[src/rtl/ata_wr_consts.vh]
// Constants for the ATA power and write command engine.
`ifndef ATA_WR_CONSTS_VH
`define ATA_WR_CONSTS_VH

// ****************************************************************
// Register indices on the plain register port
// ****************************************************************
`define REG_DATA 4'h0
`define REG_FEAT_ERR 4'h1
`define REG_SCOUNT 4'h2
`define REG_LBA_LOW 4'h3
`define REG_LBA_MID 4'h4
`define REG_LBA_HIGH 4'h5
`define REG_DRV_HEAD 4'h6
`define REG_CMD_STAT 4'h7
`define REG_DEV_CTRL 4'h8
`define REG_CONFIG 4'h9
`define REG_IDENT82 4'hA

// ****************************************************************
// Command opcodes
// ****************************************************************
`define CMD_SMART 8'hB0
`define CMD_STBY_A 8'h96
`define CMD_STBY_B 8'hE2
`define CMD_STBY_IMM_A 8'h94
`define CMD_STBY_IMM_B 8'hE0
`define CMD_TRANSLATE 8'h87
`define CMD_WR_BUF 8'hE8
`define CMD_WR_DMA_A 8'hCA
`define CMD_WR_DMA_B 8'hCB
`define CMD_WR_DMA_EXT 8'h35

// ****************************************************************
// Signatures, fields and reset values
// ****************************************************************
`define SMART_SIG_HI 8'hC2
`define SMART_SIG_LO 8'h4F
`define IDENT82_VAL 16'h0001
`define BIT_BSY 7
`define BIT_DRDY 6
`define BIT_DRQ 3
`define BIT_ERR 0
`define BIT_ABRT 2
`define BIT_UNC 6
`define BIT_HOB 7
`define BIT_LBA_MODE 6
`define BIT_EIGHT 0
`define BYTE_ZERO 8'h00
`define WORD_LAST 8'hFF
`define WORD_FIRST 8'h00
`define SECTORS_28 17'h0_0100
`define SECTORS_48 17'h1_0000
`define ONE_SECTOR 17'h0_0001
`define LBA_STEP 48'h0000_0000_0001

`endif

[src/rtl/sector_buffer.v]
// One-sector buffer of 256 words with a registered read port.
`timescale 1ns/10ps
module sector_buffer (
    // Clock
    input wire core_clk,
    // Write port
    input wire wr_en,
    input wire [7:0] wr_addr,
    input wire [15:0] wr_data,
    // Read port
    input wire [7:0] rd_addr,
    output reg [15:0] rd_data
);
    reg [15:0] mem [0:255];

    always @(posedge core_clk) begin
        if (wr_en) begin
            mem[wr_addr] <= wr_data;
        end
        rd_data <= mem[rd_addr];
    end
endmodule

[src/rtl/ata_wr_engine.v]
// Command engine for SMART entry, standby, translate, write buffer and DMA writes.
// What this block does
// - SMART opcode B0h needs C2h/4Fh in cylinder high/low; the feature register is not decoded.
// - Identify word 82 bit 0 reports SMART support.
// - Standby 96h/E2h sets BSY, sleeps, clears BSY and interrupts at once.
// - Standby Immediate 94h/E0h sets BSY, sleeps, clears BSY, interrupts immediately.
// - Any further command wakes the device from sleep.
// - Translate Sector 87h is a no-op returning sector count 00h.
// - Write Buffer E8h takes 512 bytes by PIO into the sector buffer.
// - Write DMA CAh/CBh moves 1 to 256 sectors; count zero means 256.
// - A DMA write starts at the address held in the command block registers.
// - On a DMA write set BSY, prepare buffer, then set DRQ and clear BSY.
// - DMARQ is high only while the device can accept write data.
// - A DMA write interrupts only on full completion or unrecoverable error.
// - After success the registers hold the address of the last sector written.
// - On error the write stops and the registers hold the failing sector address.
// - With 8-bit transfer mode enabled a DMA write is aborted.
// - Write DMA Ext 35h uses 48-bit LBA and 16-bit count; zero means 65536.
// - The 48-bit write reports last written or failing LBA.
// - HOB in device control selects the high-order byte of sector count and LBA low/mid/high on reads.
`timescale 1ns/10ps
`include "ata_wr_consts.vh"
module ata_wr_engine (
    // Clock and reset
    input wire core_clk,
    input wire nrst,
    // Register port
    input wire [3:0] reg_addr,
    input wire [15:0] reg_wdata,
    input wire reg_wr,
    input wire reg_rd,
    output reg [15:0] reg_rdata_q,
    // DMA handshake
    output reg dmarq_q,
    input wire dmack,
    input wire iowr,
    input wire [15:0] dma_data,
    // Media side
    output reg sector_wr_q,
    output reg [47:0] sector_lba_q,
    input wire media_err,
    input wire [7:0] media_raddr,
    output wire [15:0] media_rdata,
    // Status
    output reg intrq_q,
    output reg bsy_q,
    output reg drq_q,
    output reg sleep_q
);
    localparam [2:0] ST_IDLE = 3'd0;
    localparam [2:0] ST_STBY = 3'd1;
    localparam [2:0] ST_PREP = 3'd2;
    localparam [2:0] ST_DMA = 3'd3;
    localparam [2:0] ST_PIO = 3'd4;
    localparam [2:0] ST_COMMIT = 3'd5;

    // ****************************************************************
    // Reset release
    // ****************************************************************
    reg rst_s1_q;
    reg rst_n_q;
    always @(posedge core_clk or negedge nrst) begin
        if (!nrst) begin
            rst_s1_q <= 1'b0;
            rst_n_q <= 1'b0;
        end else begin
            rst_s1_q <= 1'b1;
            rst_n_q <= rst_s1_q;
        end
    end

    // ****************************************************************
    // State
    // ****************************************************************
    reg [2:0] state_q;
    reg [7:0] feat_q;
    reg [7:0] err_q;
    reg [15:0] scount_q;
    reg [15:0] lba_lo_q;
    reg [15:0] lba_mid_q;
    reg [15:0] lba_hi_q;
    reg [7:0] drv_q;
    reg hob_q;
    reg eight_bit_q;
    reg stat_err_q;
    reg [7:0] word_q;
    reg [16:0] remain_q;
    reg [47:0] addr_q;
    reg ext_q;
    reg buf_wr;
    reg [15:0] buf_wdata;

    wire [7:0] status = {bsy_q, ~bsy_q, 2'b00, drq_q, 2'b00, stat_err_q};
    wire is_cmd = reg_wr && (reg_addr == `REG_CMD_STAT);
    wire [7:0] opc = reg_wdata[7:0];
    wire dma_word = (state_q == ST_DMA) && dmarq_q && dmack && iowr;
    wire pio_word = (state_q == ST_PIO) && reg_wr && (reg_addr == `REG_DATA);
    wire [47:0] lba_now = {lba_hi_q[15:8], lba_mid_q[15:8], lba_lo_q[15:8],
                           lba_hi_q[7:0], lba_mid_q[7:0], lba_lo_q[7:0]};
    wire [47:0] lba_28 = {20'h0_0000, drv_q[3:0], lba_hi_q[7:0], lba_mid_q[7:0],
                          lba_lo_q[7:0]};
    wire [47:0] addr_next = addr_q + `LBA_STEP;

    always @* begin
        buf_wr = dma_word | pio_word;
        buf_wdata = dma_word ? dma_data : reg_wdata;
    end

    sector_buffer u_buf (
        .core_clk(core_clk),
        .wr_en(buf_wr),
        .wr_addr(word_q),
        .wr_data(buf_wdata),
        .rd_addr(media_raddr),
        .rd_data(media_rdata)
    );

    // ****************************************************************
    // Register reads
    // ****************************************************************
    reg [7:0] rd_byte;
    always @* begin
        rd_byte = `BYTE_ZERO;
        case (reg_addr)
            `REG_FEAT_ERR: rd_byte = err_q;
            `REG_SCOUNT: rd_byte = hob_q ? scount_q[15:8] : scount_q[7:0];
            `REG_LBA_LOW: rd_byte = hob_q ? lba_lo_q[15:8] : lba_lo_q[7:0];
            `REG_LBA_MID: rd_byte = hob_q ? lba_mid_q[15:8] : lba_mid_q[7:0];
            `REG_LBA_HIGH: rd_byte = hob_q ? lba_hi_q[15:8] : lba_hi_q[7:0];
            `REG_DRV_HEAD: rd_byte = drv_q;
            `REG_CMD_STAT: rd_byte = status;
            `REG_DEV_CTRL: rd_byte = {hob_q, 7'h00};
            `REG_CONFIG: rd_byte = {7'h00, eight_bit_q};
            default: rd_byte = `BYTE_ZERO;
        endcase
    end

    always @(posedge core_clk or negedge nrst) begin
        if (!nrst) begin
            reg_rdata_q <= 16'h0000;
        end else if (!rst_n_q) begin
            reg_rdata_q <= 16'h0000;
        end else if (reg_rd) begin
            if (reg_addr == `REG_IDENT82) begin
                reg_rdata_q <= `IDENT82_VAL;
            end else begin
                reg_rdata_q <= {8'h00, rd_byte};
            end
        end else begin
            reg_rdata_q <= 16'h0000;
        end
    end

    // ****************************************************************
    // Command engine and task file
    // ****************************************************************
    // A sector count or LBA register write shifts the current byte into the previous byte, so
    // the host loads the high-order bytes first and the low-order ones after.
    always @(posedge core_clk or negedge nrst) begin
        if (!nrst) begin
            state_q <= ST_IDLE;
            feat_q <= 8'h00;
            err_q <= 8'h00;
            scount_q <= 16'h0000;
            lba_lo_q <= 16'h0000;
            lba_mid_q <= 16'h0000;
            lba_hi_q <= 16'h0000;
            drv_q <= 8'h00;
            hob_q <= 1'b0;
            eight_bit_q <= 1'b0;
            stat_err_q <= 1'b0;
            word_q <= `WORD_FIRST;
            remain_q <= 17'h0_0000;
            addr_q <= 48'h0000_0000_0000;
            ext_q <= 1'b0;
            intrq_q <= 1'b0;
            bsy_q <= 1'b0;
            drq_q <= 1'b0;
            sleep_q <= 1'b0;
            dmarq_q <= 1'b0;
            sector_wr_q <= 1'b0;
            sector_lba_q <= 48'h0000_0000_0000;
        end else if (!rst_n_q) begin
            state_q <= ST_IDLE;
            intrq_q <= 1'b0;
            bsy_q <= 1'b0;
            drq_q <= 1'b0;
            dmarq_q <= 1'b0;
            sector_wr_q <= 1'b0;
        end else begin
            sector_wr_q <= 1'b0;
            // Reading status acknowledges the interrupt; a new one wins below.
            if (reg_rd && (reg_addr == `REG_CMD_STAT)) begin
                intrq_q <= 1'b0;
            end
            if (reg_wr && !bsy_q) begin
                case (reg_addr)
                    `REG_FEAT_ERR: feat_q <= reg_wdata[7:0];
                    `REG_SCOUNT: scount_q <= {scount_q[7:0], reg_wdata[7:0]};
                    `REG_LBA_LOW: lba_lo_q <= {lba_lo_q[7:0], reg_wdata[7:0]};
                    `REG_LBA_MID: lba_mid_q <= {lba_mid_q[7:0], reg_wdata[7:0]};
                    `REG_LBA_HIGH: lba_hi_q <= {lba_hi_q[7:0], reg_wdata[7:0]};
                    `REG_DRV_HEAD: drv_q <= reg_wdata[7:0];
                    `REG_CONFIG: eight_bit_q <= reg_wdata[`BIT_EIGHT];
                    default: begin
                    end
                endcase
            end
            if (reg_wr && (reg_addr == `REG_DEV_CTRL)) begin
                hob_q <= reg_wdata[`BIT_HOB];
            end else if ((reg_wr || reg_rd) && (reg_addr != `REG_DATA)) begin
                hob_q <= 1'b0;
            end
            case (state_q)
                ST_IDLE: begin
                    if (is_cmd) begin
                        sleep_q <= 1'b0;
                        err_q <= 8'h00;
                        stat_err_q <= 1'b0;
                        word_q <= `WORD_FIRST;
                        case (opc)
                            `CMD_STBY_A, `CMD_STBY_B, `CMD_STBY_IMM_A, `CMD_STBY_IMM_B: begin
                                bsy_q <= 1'b1;
                                state_q <= ST_STBY;
                            end
                            `CMD_TRANSLATE: begin
                                scount_q <= 16'h0000;
                                intrq_q <= 1'b1;
                            end
                            `CMD_SMART: begin
                                // Sub-functions live elsewhere; only the signature is checked.
                                if (lba_hi_q[7:0] != `SMART_SIG_HI ||
                                    lba_mid_q[7:0] != `SMART_SIG_LO) begin
                                    err_q[`BIT_ABRT] <= 1'b1;
                                    stat_err_q <= 1'b1;
                                end
                                intrq_q <= 1'b1;
                            end
                            `CMD_WR_BUF: begin
                                drq_q <= 1'b1;
                                state_q <= ST_PIO;
                            end
                            `CMD_WR_DMA_A, `CMD_WR_DMA_B, `CMD_WR_DMA_EXT: begin
                                if (eight_bit_q) begin
                                    err_q[`BIT_ABRT] <= 1'b1;
                                    stat_err_q <= 1'b1;
                                    intrq_q <= 1'b1;
                                end else begin
                                    bsy_q <= 1'b1;
                                    ext_q <= (opc == `CMD_WR_DMA_EXT);
                                    if (opc == `CMD_WR_DMA_EXT) begin
                                        addr_q <= lba_now;
                                        remain_q <= (scount_q == 16'h0000) ? `SECTORS_48 :
                                                    {1'b0, scount_q};
                                    end else begin
                                        addr_q <= lba_28;
                                        remain_q <= (scount_q[7:0] == `BYTE_ZERO) ?
                                                    `SECTORS_28 : {9'h000, scount_q[7:0]};
                                    end
                                    state_q <= ST_PREP;
                                end
                            end
                            default: begin
                                err_q[`BIT_ABRT] <= 1'b1;
                                stat_err_q <= 1'b1;
                                intrq_q <= 1'b1;
                            end
                        endcase
                    end
                end
                ST_STBY: begin
                    sleep_q <= 1'b1;
                    bsy_q <= 1'b0;
                    intrq_q <= 1'b1;
                    state_q <= ST_IDLE;
                end
                ST_PREP: begin
                    bsy_q <= 1'b0;
                    drq_q <= 1'b1;
                    dmarq_q <= 1'b1;
                    state_q <= ST_DMA;
                end
                ST_PIO: begin
                    if (pio_word) begin
                        word_q <= word_q + 8'h01;
                        if (word_q == `WORD_LAST) begin
                            drq_q <= 1'b0;
                            intrq_q <= 1'b1;
                            state_q <= ST_IDLE;
                        end
                    end
                end
                ST_DMA: begin
                    if (dma_word) begin
                        word_q <= word_q + 8'h01;
                        if (word_q == `WORD_LAST) begin
                            // Hold off the host while the sector is committed.
                            dmarq_q <= 1'b0;
                            bsy_q <= 1'b1;
                            drq_q <= 1'b0;
                            sector_wr_q <= 1'b1;
                            sector_lba_q <= addr_q;
                            state_q <= ST_COMMIT;
                        end
                    end
                end
                ST_COMMIT: begin
                    // Media error is sampled at the edge that ends the commit pulse.
                    bsy_q <= 1'b0;
                    if (media_err || remain_q == `ONE_SECTOR) begin
                        // Address is failing or last sector either way.
                        lba_lo_q <= {addr_q[31:24], addr_q[7:0]};
                        lba_mid_q <= {addr_q[39:32], addr_q[15:8]};
                        lba_hi_q <= {addr_q[47:40], addr_q[23:16]};
                        if (!ext_q) begin
                            drv_q[3:0] <= addr_q[27:24];
                        end
                        if (media_err) begin
                            err_q[`BIT_UNC] <= 1'b1;
                            stat_err_q <= 1'b1;
                        end
                        intrq_q <= 1'b1;
                        state_q <= ST_IDLE;
                    end else begin
                        addr_q <= addr_next;
                        remain_q <= remain_q - `ONE_SECTOR;
                        drq_q <= 1'b1;
                        dmarq_q <= 1'b1;
                        state_q <= ST_DMA;
                    end
                end
                default: state_q <= ST_IDLE;
            endcase
        end
    end
endmodule

[config.mk]
export PLATFORM = sky130hd
export DESIGN_NAME = ata_wr_engine
export DESIGN_NICKNAME = d
export VERILOG_FILES = /design/src/rtl/sector_buffer.v /design/src/rtl/ata_wr_engine.v
export VERILOG_INCLUDE_DIRS = /design/src /design/src/rtl
export SDC_FILE = /design/constraint.sdc
export NUM_CORES = 2
export LEC_CHECK = 0
export ABC_CLOCK_PERIOD_IN_PS = 13200
export CAP_MARGIN = 20
export CORE_MARGIN = 2
export CORE_UTILIZATION = 46
export CTS_CLUSTER_SIZE = 40
export DETAILED_ROUTE_END_ITERATION = 12
export DONT_BUFFER_PORTS = 1
export PLACE_DENSITY = 0.69
export SLEW_MARGIN = 20
export SYNTH_ARGS = -nofsm -noshare
export SYNTH_HDL_FRONTEND = slang
export SYNTH_HIERARCHICAL = 1
export SYNTH_SLANG_ARGS = --single-unit
[constraint.sdc]
create_clock -name core_clk -period 13.2 [get_ports core_clk]
set_input_delay 1.32 -clock core_clk [delete_from_list [all_inputs] [get_ports core_clk]]
set_output_delay 1.32 -clock core_clk [all_outputs]
set_load 0.01 [all_outputs]
After elaboration in Yosys (flattened, before gate mapping)

Memory sizes are Yosys's and may differ from the RTL's. A register that Yosys moved wholly into a read port is not among the register bits.
Cells that the tools add are included.

Register bits: 226
Latch bits: 0
Bits in writable memories: 4096
Bits in read-only memories: 0
Bits of input ports: 51
Word-level logic and storage cells: 231
Memories kept: 1

Memories:

| memory    | words | width | read ports | clocked after memory_dff | wr ports | line               | RTL |
|---|---|---|---|---|---|---|---|
| u_buf.mem | 256   | 16    | 1          | 1                        | 1        | sector_buffer.v:14 | `reg [15:0] mem [0:255];` |

Add/sub/neg operators: 3
Multipliers: 0
Div/mod/pow operators: 0
Order comparisons: 0
Equal/unequal tests: 50
Shift operators: 0
Muxes and demuxes: 106
Bitwise gates (word level): 3
Reductions and logical operators: 42

Operator list:

| operator                                                              | count |
|---|---|
| 16-bit two-way mux                                                    | 20 |
| 48-bit two-way mux                                                    | 5 |
| 17-bit two-way mux                                                    | 6 |
| 48-bit case mux with 2 select lines                                   | 1 |
| 8-bit == test (second input constant)                                 | 10 |
| 8-bit case mux with 9 select lines                                    | 1 |
| 8-bit two-way mux                                                     | 8 |
| 48-bit by 1-bit adder with 48-bit output (second input constant)      | 1 |
| 1-bit two-way mux                                                     | 36 |
| 17-bit case mux with 2 select lines                                   | 1 |
| 8-bit case mux with 3 select lines                                    | 1 |
| 3-bit two-way mux                                                     | 7 |
| 4-bit two-way mux                                                     | 5 |
| 6-bit AND reduction                                                   | 3 |
| 17-bit by 1-bit == test with 1-bit output (second input constant)     | 1 |
| 17-bit by 1-bit subtractor with 17-bit output (second input constant) | 1 |
| 4-bit by 3-bit == test with 1-bit output (second input constant)      | 4 |
| 16-bit logical NOT                                                    | 1 |
| 3-bit case mux with 5 select lines                                    | 1 |
| 5-bit AND reduction                                                   | 3 |
| 2-bit inequality test (second input constant)                         | 7 |
| 4-bit == test (second input constant)                                 | 3 |
| 3-bit inequality test (second input constant)                         | 4 |
| 3-bit AND reduction                                                   | 4 |
| other kinds (42)                                                      | 70 |

Depth between registers and ports, before layout

Depth after elaboration: 8
Depth in mapped cells: 12
Depth with buffers taken out: 7

Hierarchy

Netlist, hierarchy kept.

Modules (own cells, without submodules):

| module        | times used | cells an instance | area an instance (µm²) | sequential area each (µm²) |
|---|---|---|---|---|
| sector_buffer | 1          | 7360              | 158714.7               | 123318.3 |
| ata_wr_engine | 1          | 1324              | 11949.0                | 5455.2 |

Worst setup path after synthesis

Ideal clock, no wire load.

Kind: in2reg
Start point: input dmack
End point: memory u_buf.mem[0][6], data pin
Arrival time: 11.861 ns
Required time: 11.009 ns
Setup slack: -0.853 ns
Stages on the path: 4
Path buffers: 1
Cell sequence: nand3_1 nor2_1 clkbuf_1 o21ai_0

Cells in the longest elaborated chain, start to end: 3

Ends and longest elaborated chain:

| element                        | line                | RTL |
|---|---|---|
| start, declared                | ata_wr_engine.v:35  | `input wire dmack,` |
| 1-bit logical AND (2 in a row) | ata_wr_engine.v:96  | `wire dma_word = (state_q == ST_DMA) && dmarq_q && dmack && iowr;` |
| 16-bit two-way mux             | ata_wr_engine.v:106 | `buf_wdata = dma_word ? dma_data : reg_wdata;` |
| via buf_wdata[6]               | ata_wr_engine.v:91  | `reg [15:0] buf_wdata;` |
| end, declared                  | sector_buffer.v:14  |  |

The timed path passes the listed nets, and every way through them passes these cells.

==> run summary <==
Part of the power in registers: 53.3%
Core area: 369100 µm²
Initial drt markers: 13090
Commonest non-fill, non-tap cells in the layout: edfxtp_1 (4096), mux4_2 (797), mux2i_1 (575)
Most common cell after layout, fill and taps aside: edfxtp_1
H-Tree Depth: 5
Pre-Repair DR Iteration Count: 7
Dpl hpwl: 257500 µm
CTS Buffer Depth: 4
Synth warnings: 6
Final ANT Viol Nets: 0
# DRC: 0
RSZ-0062 raised after global routing: no
Max cap viols: 0
Minimum clock period: 6318 ps
Root buf cell: clkbuf_16
Setup bufs post-CTS: 0
Initial antenna violation count: 19
Sw Ratio: 21.39%
Synth Register Bits: 4330
Cts repair resizes: 0
R2R Setup Slk: 7820 ps
Hold violation count in the final report: 0
Syn_area_per_cell: 19.65 µm²
Clock power frac: 42.1%
Cell variety after synth: 85
Die width: 613.1 µm
Layout area overhead: 12.06%
Die ar.: 375900 µm²
Lkg Pwr: 61.42 nW
Fill count: 28320
Slew headroom: 20.13%
Final core occ: 51.81%
Post-synthesis sequential area ratio: 75.45%
Vias in the first global route: 88110
FFs w/ async S/R, synth: 5.035%
Period utilization: 47.87%
# rows: 223
Max-slew violations: 0
Pwr per Cell Area: 148.9 nW/µm²
TNS Setup: 0 ps
Final setup viols: 0
WL/cell: 31.48 µm
GPL Wtd Cong: 0.8915
Post-Synthesis Cells: 8684
Initial Util: 46.23%
CTS tree: yes
Overall Power: 28.47 mW
Min-Delay Path Class: primary input to asynchronous set/reset pin
CTS sink count: 4330
Total congestion overflow: 0
Multi-input logic area: 39340 µm²
Net Sw Power: 6.090 mW
DRT Wirelength: 448100 µm
Worst EP required: 14030 ps
Peak VDD IR: 0.1193 mV
Number of synthesized flops with an enable pin: 4096
Int Pwr: 22.38 mW
Reg area: 128800 µm²
Via density: 6.345
Post-CTS Hold Buffers: 4
Worst-Skew Late Latency: 990 ps
TritonCTS Buffers: 426
Largest net degree at the start of global routing: 738
Clock transition at path regs: 70 ps
Final nets: 8971
Total Routing Usage GR: 23.57%
Io pins: 137
Port Buffers: 0
Setup Crit Path Kind: primary input to flip-flop
Mapped Area: 170700 µm²
Worst slew pin tran: 1198 ps
CP Launch Type: primary input
Global-route wire length before repair: 640200 µm
Die height: 613.1 µm
Crit Path Max Fanout: 134
Fmax: 158.3 MHz
Status: finished, final reports clean
Share of cells above drive strength 1: 22.09%
Vias: 90310
Critical Path AT: 7140 ps
Critical Path End Type: flip-flop
Most used flip-flop cell after synthesis: edfxtp_1
Clk_skew: 60.93 ps
Logic gate share of total power: 4.5%
==> sequential cells by signal, summed over array words and instances (netlist names), 2 cells and up <==
| name | count |
|---|---|
| lba_lo_q | 16 |
| drv_q | 8 |
| word_q | 8 |
| lba_hi_q | 16 |
| u_buf/mem | 4096 |
| err_q | 2 |
| scount_q | 16 |
| sector_lba_q | 48 |
| remain_q | 17 |
| state_q | 3 |
| u_buf/rd_data | 16 |
| addr_q | 48 |
| lba_mid_q | 16 |
| reg_rdata_q | 8 |
==> worst max-delay path, stage by stage <==
cell,delay (ps)
buf_16,400
buf_16,360
buf_16,360
nand2b_4,840
buf_4,730
buf_4,840
o22ai_1,210
a2111oi_0,840
a21oi_1,300
nand3_1,190
nor4_1,70
==> worst paths after layout <==
| path | startpoint | endpoint | cells after the start |
|---|---|---|---|
| min in group core_clk | rst_s1_q | rst_n_q | 0 |
| worst min-delay path | nrst | lba_lo_q[13] | 1 |
| worst max-delay path | media_raddr[1] | u_buf/rd_data[3] | 11 |
| worst min register to register | rst_s1_q | rst_n_q | 0 |
| worst max register to register | state_q[0] | u_buf/mem[224][3] | 7 |
| max in group asynchronous | nrst | word_q[1] | 1 |
==> layer usage <==
metal	global-route usage [%]	wire length, µm	share of wire [%]
met1	32.47	169000	38
met2	36.43	207800	46
met3	5.139	49300	11
met4	10.13	21970	4.9
met5	0	64	0.014
==> cells in the mapped netlist (9+ instances only) <==
cell	count	area share, %
edfxtp_1	4096	72
mux4_2	797	11
mux2i_1	575	3.4
nor2_1	480	1.1
clkbuf_1	307	0.68
a21oi_1	266	0.78
o221ai_1	255	1.3
dfrtp_1	218	3.2
o22ai_1	206	0.76
mux2_2	166	1.1
nand2_1	147	0.32
o21ai_0	125	0.37
nor3_1	117	0.34
buf_2	96	0.28
nand3_1	93	0.27
buf_6	77	0.51
a22oi_1	62	0.27
nand4_1	44	0.16
a22o_1	37	0.19
buf_4	37	0.16
a221oi_1	36	0.18
nor4_1	34	0.12
and3_1	32	0.12
a31oi_1	31	0.11
buf_1	31	0.068
o31ai_1	23	0.10
o32ai_1	22	0.11
a211oi_1	20	0.088
inv_1	20	0.044
dfxtp_1	16	0.19
nor2b_1	13	0.048
and4_1	12	0.062
buf_8	11	0.097
nand2b_1	11	0.040
o22a_1	10	0.051
a32oi_1	9	0.046
or3_1	9	0.033
==> through the flow <==
| step | instance area [µm²] | hold slack, ps | setup slack, ps | cells |
|---|---|---|---|---|
| floorplan | 170700 | 331.2 | 3541 | 8691 |
| CTS | 191000 | 151.2 | 7604 | 14220 |
| detailed placement | 177100 | 336.3 | 6541 | 13430 |
| global placement | 177000 | 338.7 | 6457 | 13430 |
| finish | 191200 | 182.0 | 6882 | 14230 |
| global route | 191200 | 169.5 | 6953 | 14230 |
==> cell type report <==
| type | count | share of cell area [%] |
|---|---|---|
| clock inverter | 235 | 1.292 |
| tap | 4950 | 3.239 |
| clock buffer | 553 | 5.928 |
| antenna | 8 | 0.01047 |
| sequential | 4330 | 67.34 |
| timing repair buffer | 361 | 1.574 |
| multi-input combinational | 3776 | 20.57 |
| inverter | 21 | 0.04776 |
==> cells by family after synthesis <==
| family | share of synthesized area, % |
|---|---|
| multiplexers | 14.99 |
| adder cells (fa/ha/maj) | 0.02933 |
| buffers and inverters | 1.897 |
| flip-flops | 75.45 |
| AND/OR/NAND/NOR | 2.850 |
| XOR/XNOR | 0.02053 |
| AO/OA/AOI/OAI | 4.759 |
| other | 0.004400 |
==> power groups by stage <==
stage / logic, mW / registers [mW] / clock network (mW)
3_3_place_gp: 1.18 / 15.5 / 0
5_1_grt: 1.36 / 15.2 / 12.6
6_report: 1.29 / 15.2 / 12.0
4_1_cts: 1.23 / 15.2 / 12.1
2_1_floorplan: 0.871 / 15.4 / 0
3_5_place_dp: 1.21 / 15.5 / 0
No activity file was read; power rests on OpenSTA's default activity.
